<file path="config.mk">
export PLATFORM = sky130hd
export DESIGN_NAME = servo_homing_sequencer
export DESIGN_NICKNAME = d
export VERILOG_FILES = /design/src/rtl/homing_pkg.sv /design/src/rtl/servo_homing_sequencer.sv /design/src/rtl/switch_edge_sync.sv
export SDC_FILE = /design/constraint.sdc
export NUM_CORES = 1
export LEC_CHECK = 0
export BUFFER_PORTS_ARGS = -buffer_cell sky130_fd_sc_hd__buf_4
export CORE_ASPECT_RATIO = 1.5
export CORE_MARGIN = 10
export CORE_UTILIZATION = 40
export CTS_BUF_LIST = sky130_fd_sc_hd__clkbuf_16
export CTS_CLUSTER_SIZE = 24
export DETAILED_ROUTE_END_ITERATION = 16
export GPL_ROUTABILITY_DRIVEN = 0
export PLACE_DENSITY = 0.75
export SYNTH_ARGS = -nofsm -noshare
export SYNTH_HDL_FRONTEND = slang
export SYNTH_HIERARCHICAL = 1
export SYNTH_SLANG_ARGS = --single-unit
</file>
<file path="constraint.sdc">
create_clock -name sys_clk_i -period 2.54 [get_ports sys_clk_i]
set_clock_uncertainty 0.2 [all_clocks]
set_input_delay 0.381 -clock sys_clk_i [delete_from_list [all_inputs] [get_ports sys_clk_i]]
set_output_delay 0.381 -clock sys_clk_i [all_outputs]
set_load 0.02 [all_outputs]
</file>
<file path="src/rtl/homing_pkg.sv">
// constants and types for the servo homing sequencer
// Behaviour
// - method 1, negative limit off: fast negative, on rise slow positive, index after fall
// - method 1, negative limit on: slow positive, first index after its fall
// - method 2, positive limit off: fast positive, on rise slow negative, index after fall
// - method 2, positive limit on: slow negative, first index after its fall
// - methods 3/7, origin off: fast positive, on rise slow negative, index after fall
// - methods 3/7, origin on: slow negative, first index after origin fall
// - method 4, origin off: fast positive, on rise slow same way, next index
// - method 4, origin on: slow negative, on fall slow positive, index after rise
// - method 5, origin off: fast negative, on rise slow positive, index after fall
// - method 5, origin on: slow positive, first index after origin fall
// - method 6, origin off: fast negative, on rise slow same way, next index
// - method 6, origin on: slow positive, on fall slow negative, index after rise
// - method 7, positive limit rise while seeking: fast negative, slow on origin rise
// - start in idle with unsupported method code raises the method error flag; start while busy is ignored
package homing_pkg;

    localparam int          SW_W        = 4;
    localparam int          METHOD_W    = 8;
    localparam int          POS_W       = 32;
    localparam logic [7:0]  METHOD_MIN  = 8'h01;
    localparam logic [7:0]  METHOD_MAX  = 8'h07;
    localparam logic [7:0]  M_NEG_LIM   = 8'h01;
    localparam logic [7:0]  M_POS_LIM   = 8'h02;
    localparam logic [7:0]  M_ORG_POS   = 8'h03;
    localparam logic [7:0]  M_ORG_POS_S = 8'h04;
    localparam logic [7:0]  M_ORG_NEG   = 8'h05;
    localparam logic [7:0]  M_ORG_NEG_S = 8'h06;
    localparam logic [7:0]  M_ORG_PLIM  = 8'h07;
    localparam logic [7:0]  RST_METHOD  = 8'h00;
    localparam logic [31:0] RST_ORIGIN  = 32'h0000_0000;

    // switch and encoder inputs, bit 0 is the negative limit
    typedef struct packed {
        logic idx;
        logic org;
        logic pos;
        logic neg;
    } sw_t;

    // motion command towards the speed loop
    typedef struct packed {
        logic run;
        logic dir_pos;
        logic high_speed;
        logic decel;
    } motion_cmd_t;

    typedef enum logic [2:0] {
        S_IDLE,
        S_FAST_SEEK,
        S_FAST_BACK,
        S_SLOW_OUT,
        S_SLOW_REV,
        S_SLOW_IN,
        S_ARM
    } home_state_t;

    localparam motion_cmd_t CMD_RST = '{run: 1'b0, dir_pos: 1'b0, high_speed: 1'b0, decel: 1'b0};

endpackage

</file>
<file path="src/rtl/servo_homing_sequencer.sv">
// homing sequencer for methods 1 to 7 of a servo axis
`timescale 1ns/10ps
module servo_homing_sequencer
    import homing_pkg::*;
(
    input  wire logic                sys_clk_i,
    input  wire logic                rstn_i,
    input  wire logic                start_i,
    input  wire logic [METHOD_W-1:0] homing_method_select_i,
    input  wire sw_t                 switches_i,
    input  wire logic [POS_W-1:0]    position_i,
    output motion_cmd_t              motion_o,
    output logic                     busy_o,
    output logic                     done_o,
    output logic                     homing_method_error_o,
    output logic [POS_W-1:0]         origin_pos_o
);

    // ------------------------------------------------------------
    // helpers
    // ------------------------------------------------------------
    function automatic logic method_ok(input logic [METHOD_W-1:0] m);
        method_ok = (m >= METHOD_MIN) && (m <= METHOD_MAX);
    endfunction

    // reference signal of each method
    function automatic logic pick(input logic [METHOD_W-1:0] m, input sw_t s);
        if (m == M_NEG_LIM)
            pick = s.neg;
        else if (m == M_POS_LIM)
            pick = s.pos;
        else
            pick = s.org;
    endfunction

    // direction of the fast seek; the slow start runs the other way
    function automatic logic seek_pos(input logic [METHOD_W-1:0] m);
        seek_pos = (m == M_POS_LIM) || (m == M_ORG_POS) || (m == M_ORG_POS_S)
                   || (m == M_ORG_PLIM);
    endfunction

    function automatic logic keeps_dir(input logic [METHOD_W-1:0] m);
        keeps_dir = (m == M_ORG_POS_S) || (m == M_ORG_NEG_S);
    endfunction

    // ------------------------------------------------------------
    // pin synchronisers
    // ------------------------------------------------------------
    sw_t sw_lvl;
    sw_t sw_rise;
    sw_t sw_fall;

    switch_edge_sync u_sync (
        .sys_clk_i (sys_clk_i),
        .rstn_i    (rstn_i),
        .raw_i     (switches_i),
        .level_o   (sw_lvl),
        .rise_o    (sw_rise),
        .fall_o    (sw_fall)
    );

    // ------------------------------------------------------------
    // sequencer
    // ------------------------------------------------------------
    home_state_t          state;
    home_state_t          next_state;
    motion_cmd_t          cmd;
    motion_cmd_t          next_cmd;
    logic [METHOD_W-1:0]  method;
    logic [METHOD_W-1:0]  next_method;
    logic                 err;
    logic                 next_err;
    logic                 done;
    logic                 next_done;
    logic [POS_W-1:0]     origin;
    logic [POS_W-1:0]     next_origin;
    logic                 sel_rise;
    logic                 sel_fall;

    assign sel_rise = pick(method, sw_rise);
    assign sel_fall = pick(method, sw_fall);

    always_comb
    begin
        next_state  = state;
        next_cmd    = cmd;
        next_method = method;
        next_err    = err;
        next_done   = 1'b0;
        next_origin = origin;
        next_cmd.decel = 1'b0;
        case (state)
            S_IDLE:
            begin
                if (start_i)
                begin
                    next_method = homing_method_select_i;
                    if (!method_ok(homing_method_select_i))
                    begin
                        next_err = 1'b1;
                    end
                    else
                    begin
                        next_err     = 1'b0;
                        next_cmd.run = 1'b1;
                        if (!pick(homing_method_select_i, sw_lvl))
                        begin
                            next_state          = S_FAST_SEEK;
                            next_cmd.high_speed = 1'b1;
                            next_cmd.dir_pos    = seek_pos(homing_method_select_i);
                        end
                        else
                        begin
                            next_cmd.high_speed = 1'b0;
                            next_cmd.dir_pos    = ~seek_pos(homing_method_select_i);
                            next_state = keeps_dir(homing_method_select_i) ? S_SLOW_REV
                                                                           : S_SLOW_OUT;
                        end
                    end
                end
            end
            S_FAST_SEEK:
            begin
                if ((method == M_ORG_PLIM) && sw_rise.pos)
                begin
                    next_state       = S_FAST_BACK;
                    next_cmd.dir_pos = 1'b0;
                    next_cmd.decel   = 1'b1;
                end
                else if (sel_rise)
                begin
                    next_cmd.high_speed = 1'b0;
                    next_cmd.decel      = 1'b1;
                    if (keeps_dir(method))
                    begin
                        next_state = S_ARM;
                    end
                    else
                    begin
                        next_state       = S_SLOW_OUT;
                        next_cmd.dir_pos = ~cmd.dir_pos;
                    end
                end
            end
            S_FAST_BACK:
            begin
                if (sw_rise.org)
                begin
                    next_state          = S_SLOW_OUT;
                    next_cmd.high_speed = 1'b0;
                    next_cmd.decel      = 1'b1;
                end
            end
            S_SLOW_OUT:
            begin
                if (sel_fall)
                begin
                    next_state = S_ARM;
                end
            end
            S_SLOW_REV:
            begin
                if (sel_fall)
                begin
                    next_state       = S_SLOW_IN;
                    next_cmd.dir_pos = ~cmd.dir_pos;
                    next_cmd.decel   = 1'b1;
                end
            end
            S_SLOW_IN:
            begin
                if (sel_rise)
                begin
                    next_state = S_ARM;
                end
            end
            S_ARM:
            begin
                if (sw_rise.idx)
                begin
                    next_state     = S_IDLE;
                    next_cmd.run   = 1'b0;
                    next_cmd.decel = 1'b1;
                    next_done      = 1'b1;
                    next_origin    = position_i;
                end
            end
            default:
            begin
                next_state = S_IDLE;
                next_cmd   = CMD_RST;
            end
        endcase
    end

    always_ff @(posedge sys_clk_i or negedge rstn_i)
    begin
        if (!rstn_i)
        begin
            state  <= S_IDLE;
            cmd    <= CMD_RST;
            method <= RST_METHOD;
            err    <= 1'b0;
            done   <= 1'b0;
            origin <= RST_ORIGIN;
        end
        else
        begin
            state  <= next_state;
            cmd    <= next_cmd;
            method <= next_method;
            err    <= next_err;
            done   <= next_done;
            origin <= next_origin;
        end
    end

    assign motion_o              = cmd;
    assign busy_o                = (state != S_IDLE);
    assign done_o                = done;
    assign homing_method_error_o = err;
    assign origin_pos_o          = origin;

    logic idle_start;
    assign idle_start = start_i && (state == S_IDLE);
endmodule

</file>
<file path="src/rtl/switch_edge_sync.sv">
// two-stage synchroniser and edge detector for switch and index pins
`timescale 1ns/10ps
module switch_edge_sync
    import homing_pkg::*;
(
    input  wire logic sys_clk_i,
    input  wire logic rstn_i,
    input  wire sw_t  raw_i,
    output sw_t       level_o,
    output sw_t       rise_o,
    output sw_t       fall_o
);

    logic [SW_W-1:0] meta;
    logic [SW_W-1:0] stab;
    logic [SW_W-1:0] prev;

    always_ff @(posedge sys_clk_i or negedge rstn_i)
    begin
        if (!rstn_i)
        begin
            meta <= '0;
            stab <= '0;
            prev <= '0;
        end
        else
        begin
            meta <= raw_i;
            stab <= meta;
            prev <= stab;
        end
    end

    assign level_o = stab;
    assign rise_o  = stab & ~prev;
    assign fall_o  = ~stab & prev;

endmodule

</file>
Word-level counts from Yosys, hierarchy flattened. Cells that the tools add are included.

Output and inout bits: 39. Input bits: 47. Logic and storage cells: 110. Register bits after elaboration: 61.

Magnitude comparators: 2. Equal/unequal tests: 28. Bitwise operators: 9. Multiplexer cells: 41. Reduce and logical (&&, ||, !) cells: 18.

Operator list (number): $eq A8 B3 Y1 const B (6); $mux W3 (15); $eq A8 B2 Y1 const B (3); $pmux W3 S7 (1); $mux W1 (19); $ne A2 B2 Y1 const B (9); $eq A8 B1 Y1 const B (2); $pmux W1 S4 (3); $reduce_and A6 Y1 (2); $eq A3 B3 Y1 const B (3); $ge A8 B1 Y1 const B (1); $le A8 B3 Y1 const B (1); $reduce_and A8 Y1 (1); $reduce_or A4 Y1 (2); $eq A3 B2 Y1 const B (2); $ne A3 B3 Y1 const B (2); $logic_or A1 B1 Y1 (5); $not A1 Y1 (5); $reduce_or A5 Y1 (1); $and A4 B4 Y4 (1); $mux W2 (2); $not A4 Y4 (1); $reduce_and A2 Y1 (2); $reduce_and A4 Y1 (1); 7 further kinds (8).

Depth between registers and ports, before layout. Gate-level depths: netlist of the first run.

Word-level depth: 10. Mapped depth: 8. Depth with buffers taken out: 7.

By module. The synthesis of the first run kept the hierarchy.

By module, submodules not included: servo_homing_sequencer (area an instance 2398.6 sq um, sequential area each 1226.2 sq um, cells each 268, times used 1); switch_edge_sync (area an instance 370.4 sq um, sequential area each 300.3 sq um, cells each 20, times used 1).

Worst setup path before layout of the first run. No wires, ideal clock.

Path kind: register -> register. Start point: register method[5]. End point: register cmd (netlist bit motion_o[2]). Arrival time: 1.829 ns. Period minus slack after synthesis: 2.157 ns. Cell stages (with the launch flop): 8. Setup slack: 0.383 ns. Path buffers: 0. Data required time: 2.212 ns. Cells stage by stage: dfrtp_1 nor4_4 a21boi_1 nand4b_4 o41ai_2 a31oi_2 o21ai_1 mux2_1.

Cells in the longest elaborated chain, start to end: 5. Elaborated cells between the ends (all ways): 17. Classes of those cells: eq/ne (8); mux (6); reduce/logical (3).

RTL lines: from (decl) (RTL line servo_homing_sequencer.sv:69) `logic [METHOD_W-1:0] method;`; from (signal assigned) (RTL line servo_homing_sequencer.sv:211) `method <= next_method;`; $eq A8 B2 Y1 (RTL line servo_homing_sequencer.sv:30) `else if (m == M_POS_LIM)`; $mux W1 (RTL line servo_homing_sequencer.sv:30); $mux W1 (RTL line servo_homing_sequencer.sv:28) `if (m == M_NEG_LIM)`; $ne A3 B3 Y1 (no source line) or $ne A2 B2 Y1 (tied branches); $reduce_and A6 Y1 (no source line); to (signal assigned) (RTL line servo_homing_sequencer.sv:210) `cmd <= next_cmd;`; to (decl) (RTL line servo_homing_sequencer.sv:67) `motion_cmd_t cmd;`.

Parallel ways exist; a longest one is shown, timed or not. A chain may end at the register's enable or synchronous reset.

Worst setup path after layout of the first run. Same ends and word-level chain as after synthesis.

==> results of run 1 <==
## per-layer routing
metal / up-vias / wire length (um) / GRT usage (%)
met1: 1129 / 2530 / 13.6
li1: 1143 / - / -
met4: 0 / 270 / 8.20
met5: - / 0 / 0
met3: 18 / 358 / 4.34
met2: 53 / 4190 / 24.4
## per-stage QoR
stage	hold WS (ps)	util (%)	std cells
2_1_floorplan	-115	-	287
3_3_place_gp	132	51.4	445
3_5_place_dp	138	51.4	445
4_1_cts	33.5	56.0	465
5_1_grt	38.6	56.0	465
6_report	40.9	56.0	465
## power groups by stage
| stage | Sequential, mW | Clock (mW) | Combinational (mW) |
|---|---|---|---|
| 6_report | 1.66 | 1.05 | 2.14 |
| 5_1_grt | 1.73 | 1.13 | 2.33 |
| 4_1_cts | 1.66 | 1.08 | 2.17 |
| 3_5_place_dp | 1.67 | 0 | 2.14 |
| 3_3_place_gp | 1.66 | 0 | 2.10 |
| 2_1_floorplan | 1.99 | 0 | 0.948 |
## registers in the layout (all words and copies together), names as in the netlist
register               count
motion_o                   4
done_o                     1
origin_pos_o              32
u_sync/prev                4
state                      3
u_sync/level_o             4
homing_method_error_o      1
method                     8
u_sync/meta                4
## worst min path at each step
stage / start / depth (start not counted) / end / slack (ps)
after floorplan: rstn_i / 0 / done_o / -110
after global placement: u_sync/meta[3] / 0 / u_sync/level_o[3] / 130
after detailed placement: u_sync/meta[3] / 0 / u_sync/level_o[3] / 140
after CTS: position_i[4] / 3 / origin_pos_o[4] / 30
after global routing: position_i[0] / 3 / origin_pos_o[0] / 40
final: position_i[4] / 3 / origin_pos_o[4] / 40
## final cells by class
type,count,area (um2)
fill,610,3000
inverter,3,11.3
tap,78,97.6
sequential,61,1530
clock buffer,9,225
timing repair buffer,98,748
clock inverter,6,32.5
multi-input combinational,210,1170
## what timing repair did
action,4_1_cts,5_1_grt
hold buffers,5,0
resized for setup,0,0
hold endpoints to repair,65,0
endpoints found under the setup margin,0,0
## critical path, cell delays in order (launching register included)
cell	delay, ps
dfrtp_1	400
nor4_4	400
a21boi_1	120
nand4b_4	210
o41ai_2	350
a31oi_2	90
o21ai_1	120
mux2_1	340
==> impl.org, run 1 <==
** Setup path
- STA classifies the critical path startpoint as a flop.
- Nature of the critical path endpoint :: flop
- Max FO, Critical Path :: 6
- The worst register-to-register path begins at method[5].
- Launching instance or port of the critical path :: method[5]
- In this run the register-to-register setup slack is just under 200 ps.
- In this run the critical register-to-register path is captured at motion_o[2].
- Crit path DAT :: between 2000 and 2500 ps
- Required time reported for the critical path endpoint :: ~2500 ps
- The most critical setup path has its endpoint at motion_o[2].
- Worst Setup Path Type :: reg -> reg
- The worst register-to-register path has a depth of 7.

** CTS
- Counting the buffers created by CTS gives 9.
- No sink is reached through more buffers than the 2 on the longest clock path.
- Clock latency reported for the late side of the worst-skew pair :: ~320 ps
- Post-CTS Repair Setup Buffers :: 0
- Clock-pin slew was measured on the worst setup and hold paths at 50 ps.
- Number of sinks handled by clock tree synthesis :: 61
- TritonCTS clock tree :: yes
- Clock tree synthesis selected as its root buffer the cell clkbuf_16.
- H-tree depth reported by CTS :: 3

** Route
- The final route contains ~2300 vias.
- Number of design rule violations left after detail routing :: 0
- The first detailed-routing pass ran for 4 iterations.
- Dividing the detail-routed wire length by the instance count gives about 16 um.
- After detailed routing, the number of vias per cell comes to between 5 and 6.
- Summed over all layers, the routed wires come to ~7.4 mm.
- Once detail routing completed, the nets flagged for antenna violations numbered 0.
- After the first detailed-routing iteration, the DRC count stood at between 100 and 150.

** GRT
- Antenna violations before repair :: 0
- Total congestion overflow after global routing :: 0
- Maximum number of pins on one net before global-route repair :: 62
- Vias in the first global route :: roughly 2400
- Global-route wire length before repair :: between 10 and 15 mm
- For this run, the total global-route usage over all layers was measured as about 14%.

** Timing
- Fin worst setup slack :: 196 ps
- The final number of max-transition violations came to 0.
- Timing would allow up to 0.427 GHz.
- Accumulated negative setup slack :: 0 ps
- Final Cycle Share :: about 92%
- For the finished layout, the period the worst path requires is around 2300 ps.
- Final hold violation count :: 0
- Measured against its own limit, the worst slew margin works out to about half.
- Final setup violation count :: 0
- Unrepaired setup endpoints after global routing :: false
- Measured slew at the worst slew-check pin :: roughly 800 ps

** Finish
- Most frequent standard cell in the layout excluding fill and tap cells :: nand2_1
- At the end of the flow, the number of nets in the layout was between 400 and 500.
- The number of antenna diodes in the final layout is 0.
- In the layout the commonest cells are nand2_1 (108), buf_4 (93), dfrtp_1 (61).
- Share of final-layout standard cells stronger than drive strength 1 :: approximately 34%
- Post-Layout Inst Area :: approximately 3800 um2
- Relative to the synthesized area, the layout overhead comes to 38.0%.

** Power
- Switching part of the total power :: about two fifths
- Cell Int Power :: a little under 3 mW
- Combinational logic burns ~44% of the power.
- For this design the static power due to leakage is 1.88 nW.
- Power Total :: slightly below 5 mW
- Power Density :: 1270 nW/um2
- Part of the total power dissipated in sequential elements :: 34.2%
- Maximum VDD drop :: 0.650 mV
- Clock power frac :: 21.7%
- Net switching power :: ~1.9 mW

** Outcome
- Run status :: finished, final reports clean

** Synth
- Syn. warnings :: 6
- The cell area that synthesis handed to floorplanning was approximately 2800 um2.
- Mapped Avg Cell Area :: 9.62 um2
- When the netlist entered floorplanning its net count stood at roughly 330.
- Number of standard cells after synthesis :: 287

** Die
- Initial cell density of the core :: between 40% and 50%
- Placeable core region :: between 6000 and 7000 um2
- Die width :: 87.8 um
- Die Ht :: approximately 120 um
- Standard-cell rows :: 37
- The floorplan step defined a die boundary enclosing 10700 um2.
- between 80 and 90 I/O pins were placed.

** Placed design
- In this run the cell area measured after placement is ~3500 um2.
- Detailed placement ended at an HPWL of between 5 and 6 mm.
- OpenSTA, run right after detailed placement, puts the worst setup slack at between 200 and 250 ps.
- Buffers placed on the I/O ports in this run total 85.

** Run
- Max-capacitance violation count :: 0

** Worst hold path
- The tightest min-delay check is of the in -> reg type.
No activity file was read; power rests on OpenSTA's default activity.
==> inputs of run 2 (changes only) <==
--- a/config.mk
+++ b/config.mk
@@ -13,7 +13,8 @@
 export CTS_CLUSTER_SIZE = 24
 export DETAILED_ROUTE_END_ITERATION = 16
 export GPL_ROUTABILITY_DRIVEN = 0
-export PLACE_DENSITY = 0.75
+export MAX_ROUTING_LAYER = met4
+export PLACE_DENSITY = 0.69
 export SYNTH_ARGS = -nofsm -noshare
 export SYNTH_HDL_FRONTEND = slang
 export SYNTH_HIERARCHICAL = 1
==> impl.org, run 2 (synthesized netlist as in run 1, its figures left out) <==
** Worst hold path
- Worst min-delay path startpoint :: position_i[13] (was position_i[4])
- The hold path endpoint is origin_pos_o[13] (was origin_pos_o[4]).
- Type of the tightest min-delay check :: in -> reg (unchanged)
- Min-Delay Path Depth :: 3 (unchanged)

** Timing
- The final number of max-transition violations was 0 (unchanged).
- The clock period minus worst slack was 2340 ps (about the same).
- Measured slew at the worst slew-check pin :: 767 ps (was 778 ps)
- The setup TNS after final layout is 0 ps (unchanged).
- Final setup violation count :: 0 (unchanged)
- The number of hold violations in the final report is 0 (unchanged).
- The final worst slack was 203 ps (was 196 ps).
- The period utilization was 92.0% (was 92.3%).
- Unrepaired setup endpoints after global routing :: false (unchanged)
- The maximum frequency from static timing analysis was 0.428 GHz (was 0.427 GHz).
- The worst slew margin relative to its limit is 48.8% (was 48.1%).

** Finish
- Highest-count cells in the layout ignoring fill and taps: nand2_1 (108), buf_4 (92), dfrtp_1 (61) (was nand2_1 (108), buf_4 (93), dfrtp_1 (61)).
- The combined area of the multi-input logic cells came to 1170 um2 (unchanged).
- The filler-free cell count of the finished design is 464 (was 465).
- Relative area change from synthesis to final layout :: 37.8% (was 38.0%)
- Share of final-layout standard cells stronger than drive strength 1 :: 34.2% (was 34.1%)
- Ant diodes :: 0 (unchanged)
- Seq. cell area :: 1530 um2 (unchanged)
- The most common cell after layout, fill and taps aside is nand2_1 (unchanged).
- Number of filler instances in the final layout :: 616 (was 610)
- The number of flip-flops under the largest register name came to 32 (unchanged).
- The net total in the final layout is 429 (was 430).
- Final cell utilization of the core :: 55.9% (was 56.0%)

** Die
- The effective utilization at floorplan was 40.6% (unchanged).
- The overall die height came to 122 um (unchanged).
- The placeable core region was 6810 um2 (unchanged).
- The die width came to 87.8 um (unchanged).
- The top-level I/O count was 86 (unchanged).
- Area of the die :: 10700 um2 (unchanged)
- Standard-cell rows :: 37 (unchanged)

** Placed design
- Pre-CTS setup slack :: 215 ps (was 206 ps)
- Hpwl dp :: 5.37 mm (about the same)
- Placed Instances :: 444 (was 445)
- The count of buffers inserted at the top-level ports was 85 (unchanged).

** CTS
- Clock latency reported for the late side of the worst-skew pair :: 320 ps (about the same)
- Post-CTS Repair Setup Buffers :: 0 (unchanged)
- TritonCTS clock tree :: yes (unchanged)
- The clock transition time at the flip-flop clock pins of the worst setup and hold paths is 50 ps (about the same).
- H-tree depth reported by CTS :: 3 (unchanged)
- The total clock buffers created by CTS was 9 (unchanged).
- Number of sinks handled by clock tree synthesis :: 61 (unchanged)
- The library cell used as clock root buffer is clkbuf_16 (unchanged).
- The worst-case clock buffer depth was 2 (unchanged).

** Route
- Avg Vias per Cell :: 4.98 (was 5.04)
- The antenna violation net count after detailed routing was 0 (unchanged).
- Total wire length after detailed routing :: 7.20 mm (was 7.36 mm)
- DRT Pass-1 Iters :: 4 (unchanged)
- Overall via count from detail_route :: 2313 (was 2343)
- Number of design rule violations left after detail routing :: 0 (unchanged)
- Violation count after the first detailed-route iteration :: 145 (was 125)
- The average detailed-routed wire length per instance was 15.5 um (was 15.8 um).

** GRT
- The initial antenna violation count was 0 (unchanged).
- Vias in the first global route :: 2322 (was 2375)
- Maximum number of pins on one net before global-route repair :: 62 (unchanged)
- The overflow left after global routing is 0 (unchanged).
- The wire length of the first global-routing pass was 11.4 mm (was 11.5 mm).
- Total Routing Usage GR :: 13.9% (was 13.8%)

** Setup path
- Required time reported for the critical path endpoint :: 2540 ps (about the same)
- The depth of the worst register-to-register path was 7 (unchanged).
- The endpoint of the lowest-slack register-to-register path is motion_o[2] (unchanged).
- Nature of the critical path endpoint :: flop (unchanged)
- The startpoint of the lowest-slack register-to-register path is method[5] (unchanged).
- The critical path arrival came to 2330 ps (was 2350 ps).
- The class of the most critical setup path is reg -> reg (unchanged).
- Reg2Reg Setup Slack :: 200 ps (about the same)
- Kind of start point of the critical path :: flop (unchanged)
- Max FO, Critical Path :: 6 (unchanged)

** Power
- The static leakage power is 1.88 nW (about the same).
- The power density of the placed cells was 1270 nW/um2 (about the same).
- Maximum VDD drop :: 0.613 mV (was 0.650 mV)
- The total power came to 4.82 mW (was 4.85 mW).

** Outcome
- Run status :: finished, final reports clean (unchanged)

** Run
- The max-capacitance violation count came to 0 (unchanged).
-- run 2: cell count changes in the layout (fill, tap and decap cells not counted) --
cell,change
buf_4,-1
clkinv_1,-2
clkinv_2,+1
inv_1,+1
-- run 2: how the worst max path moves through the flow --
stage                     depth (start not counted)          end  startpoint
after detailed placement                          7  motion_o[2]   method[5]
final                                             7  motion_o[2]   method[5]
after global placement                            7  motion_o[2]   method[5]
after global routing                              7     state[0]   method[5]
after CTS                                         7  motion_o[2]   method[5]
after floorplan                                   7  motion_o[2]   method[5]
-- run 2: metrics by stage --
stage	area [um2]	hold WS, ps
3_3_place_gp	3490	136
4_1_cts	3800	42.5
3_5_place_dp	3490	136
5_1_grt	3800	44.4
2_1_floorplan	2760	-115
6_report	3800	47.5
-- run 2: timing repair --
action	CTS	global route
resized for setup	0	0
hold buffers	5	0
endpoints found under the hold margin	65	0
-- run 2: metal layers --
layer	track usage, %	up-vias	routed length (um)
met5	-	-	0
met3	3.07	19	310
met2	23.2	60	3990
met4	7.90	0	214
li1	-	1144	-
met1	14.7	1090	2690
-- run 2: final cells by class --
type	count	share of cell area (%)
Clock buffer	9	5.92
Clock inverter	6	0.888
Multi-Input combinational cell	210	30.7
Tap cell	78	2.57
Timing Repair Buffer	97	19.5
Inverter	3	0.296
Sequential cell	61	40.1
-- run 2: where the power goes --
| group | internal [mW] | switching (mW) |
|---|---|---|
| Clock | 0.644 | 0.407 |
| Combinational | 0.948 | 1.15 |
| Sequential | 1.38 | 0.299 |
| Total | 2.97 | 1.85 |
-- run 2: worst max-delay path: stages, from the launching register on --
cell      delay, ps
dfrtp_1         400
nor4_4          390
a21boi_1        130
nand4b_4        210
o41ai_2         350
a31oi_2          80
o21ai_1         110
mux2_1          340
==> inputs of run 3 (changes only) <==
--- a/config.mk
+++ b/config.mk
@@ -8,13 +8,13 @@
 export BUFFER_PORTS_ARGS = -buffer_cell sky130_fd_sc_hd__buf_4
 export CORE_ASPECT_RATIO = 1.5
 export CORE_MARGIN = 10
-export CORE_UTILIZATION = 40
+export CORE_UTILIZATION = 51
 export CTS_BUF_LIST = sky130_fd_sc_hd__clkbuf_16
 export CTS_CLUSTER_SIZE = 24
 export DETAILED_ROUTE_END_ITERATION = 16
 export GPL_ROUTABILITY_DRIVEN = 0
 export MAX_ROUTING_LAYER = met4
-export PLACE_DENSITY = 0.69
+export PLACE_DENSITY = 0.84
 export SYNTH_ARGS = -nofsm -noshare
 export SYNTH_HDL_FRONTEND = slang
 export SYNTH_HIERARCHICAL = 1
==> impl.org, run 3 (synthesized netlist as in run 1, its figures left out) <==
** Outcome
- Run status: finished, final reports clean (unchanged).

** Setup path
- Nature of the critical path endpoint :: flop (unchanged)
- Crit-path cells: nor4_4 -> a21boi_1 -> nand4b_4 -> o41ai_2 -> a31oi_2 -> o21ai_1 -> mux2_1 (unchanged).
- R2R depth :: 7 (unchanged)
- Required time reported for the critical path endpoint :: 2540 ps (about the same)
- The peak per-stage delay on the critical path was 400 ps (about the same).
- The gate family responsible for the most delay along the worst path is compound AO/OA/AOI/OAI gates (unchanged).
- The slowest stage cell on the critical path is dfrtp_1 (unchanged).
- Max FO, Critical Path :: 6 (unchanged)
- The endpoint of the lowest-slack register-to-register path was motion_o[2] (unchanged).
- Startpoint of the lowest-slack register-to-register path :: method[5] (unchanged)
- Worst Setup Path Type :: reg -> reg (unchanged)
- Kind of start point of the critical path :: flop (unchanged)
- Crit path depth :: 7 (unchanged)
- The critical path arrival came to 2290 ps (was 2330 ps).
- The number of buffers and inverters on the critical path came to 0 (unchanged).
- Reg2Reg Setup Slack :: 240 ps (was 200 ps)

** GRT
- Maximum number of pins on one net before global-route repair :: 62 (unchanged)
- The overflow left after global routing is 0 (unchanged).
- Total Routing Usage GR :: 17.1% (was 13.9%)
- Antenna violations before repair :: 0 (unchanged)
- Global-route wire length before repair :: 11.4 mm (about the same)
- Vias in the first global route :: 2441 (was 2322)

** Finish
- The layout overhead on the synthesized area was 38.1% (was 37.8%).
- The post-layout utilization of the core came to 73.2% (was 55.9%).
- The net total in the final layout was 429 (unchanged).
- The finished layout cell area was 3810 um2 (was 3800 um2).
- Final standard cell count with taps included and fillers excluded :: 454 (was 464)
- The layout cell share with drive strength beyond 1 was 34.2% (unchanged).
- The number of filler cells placed in the layout was 382 (was 616).
- Max FFs per register :: 32 (unchanged)
- Highest-count cells in the layout ignoring fill and taps :: nand2_1 (108), buf_4 (92), dfrtp_1 (61) (unchanged)
- Ant diodes :: 0 (unchanged)
- Most frequent standard cell in the layout excluding fill and tap cells :: nand2_1 (unchanged)

** CTS
- The TritonCTS sink count was 61 (unchanged).
- Number of buffers on the longest clock path :: 2 (unchanged)
- The TritonCTS clock tree is yes (unchanged).
- Root buf cell :: clkbuf_16 (unchanged)
- H-tree depth reported by CTS :: 3 (unchanged)
- The number of setup buffers added after CTS came to 0 (unchanged).
- Clock slew seen by the registers of the worst setup and hold paths :: 50 ps (about the same)
- The clock latency on the worst-skew pair came to 310 ps (was 320 ps).
- The count of hold-fix buffers inserted at cts was 5 (unchanged).
- The total clock buffers created by CTS came to 9 (unchanged).
- The quantity of gates resized following cts came to 0 (unchanged).

** Route
- Avg Vias per Cell :: 5.15 (was 4.98)
- Avg WL per Cell :: 15.7 um (was 15.5 um)
- Number of design rule violations left after detail routing :: 0 (unchanged)
- M1 wire length :: 2.59 mm (was 2.69 mm)
- The starting DRC count in detailed routing was 131 (was 145).
- The detailed-router iteration count before antenna repair was 4 (unchanged).
- The sum of met2 wire segment lengths after detailed routing came to 3.94 mm (was 3.99 mm).
- Met3 wire length :: 437 um (was 310 um)
- The total wire length came to 7.11 mm (was 7.20 mm).
- The top layer used by detailed routing is met4 (unchanged).
- The number of vias in the routed layout came to 2339 (was 2313).
- The antenna violation net count after detailed routing came to 0 (unchanged).

** Placed design
- Hpwl dp :: 5.29 mm (was 5.37 mm)
- The total cell area at the placement stage is 3480 um2 (was 3490 um2).
- Placed Instances :: 434 (was 444)
- The pre-CTS setup slack was 253 ps (was 215 ps).
- The count of buffers inserted at the top-level ports was 85 (unchanged).

** Die
- Standard-cell rows :: 32 (was 37)
- Die width :: 80.1 um (was 87.8 um)
- The overall die height was 110 um (was 122 um).
- IO Count :: 86 (unchanged)
- The die outline area came to 8820 um2 (was 10700 um2).
- The effective utilization at floorplan came to 53.0% (was 40.6%).
- The placeable core region was 5200 um2 (was 6810 um2).

** Run
- The max-capacitance violation count was 0 (unchanged).

** Timing
- Fin worst setup slack :: 244 ps (was 203 ps)
- The setup TNS after final layout is 0 ps (unchanged).
- The setup-violating endpoint count in the final report came to 0 (unchanged).
- Shortest clock period the worst path allows after layout :: 2300 ps (was 2340 ps)
- The actual slew at the worst max-slew pin is 739 ps (was 767 ps).
- Final Cycle Share :: 90.4% (was 92.0%)
- The final number of max-transition violations was 0 (unchanged).
- The number of hold violations in the final report was 0 (unchanged).
- The maximum frequency from static timing analysis is 0.435 GHz (was 0.428 GHz).
- Unrepaired setup endpoints after global routing :: false (unchanged)
- The final-layout worst hold slack came to 52.3 ps (was 47.5 ps).
- The worst slew margin relative to its limit came to 50.8% (was 48.8%).

** Power
- Maximum VDD drop :: 0.917 mV (was 0.613 mV)
- Power Density :: 1290 nW/um2 (was 1270 nW/um2)
- LEAKAGE :: 1.90 nW (was 1.88 nW)
- Power Total :: 4.92 mW (was 4.82 mW)

** Worst hold path
- Hold path endpoint :: origin_pos_o[8] (was origin_pos_o[13])
- The launch instance of the worst min-delay path is position_i[8] (was position_i[13]).
- Type of the tightest min-delay check :: in -> reg (unchanged)
- The instance count along the most critical hold path came to 3 (unchanged).
run 3: cell types whose count changed in the layout (fill, tap and decap cells not counted), sizes merged:
cell and delta:
bufinv +1, clkinvlp -1, clkinv -1, inv +1
run 3: cell type report:
type	count	area, um2	area share (%)
Multi-Input combinational cell	210	1170	30.6
Sequential cell	61	1530	40.0
Clock buffer	9	225	5.91
Timing Repair Buffer	97	741	19.4
Clock inverter	6	56.3	1.48
Tap cell	68	85.1	2.23
Inverter	3	11.3	0.295
run 3: layer usage:
layer / track usage [%] / vias up
li1: - / 1138
met1: 17.0 / 1127
met2: 29.2 / 62
met3: 6.32 / 12
met4: 7.70 / 0
met5: - / -
run 3: how the worst max path moves through the flow:
stage                         start           to
after global placement    method[5]  motion_o[2]
after detailed placement  method[5]  motion_o[2]
after floorplan           method[5]  motion_o[2]
after CTS                 method[5]  motion_o[2]
after global routing      method[5]  motion_o[2]
final                     method[5]  motion_o[2]
run 3: tightest hold or removal path, stage by stage:
cell	delay, ps
buf_4	70
nand2_1	40
nand2_1	40
run 3: where the power goes:
part | switching [mW] | leakage (nW) | internal (mW)
clock | 0.392 | 0.148 | 0.744
combinational | 1.20 | 1.02 | 0.946
sequential | 0.262 | 0.727 | 1.38
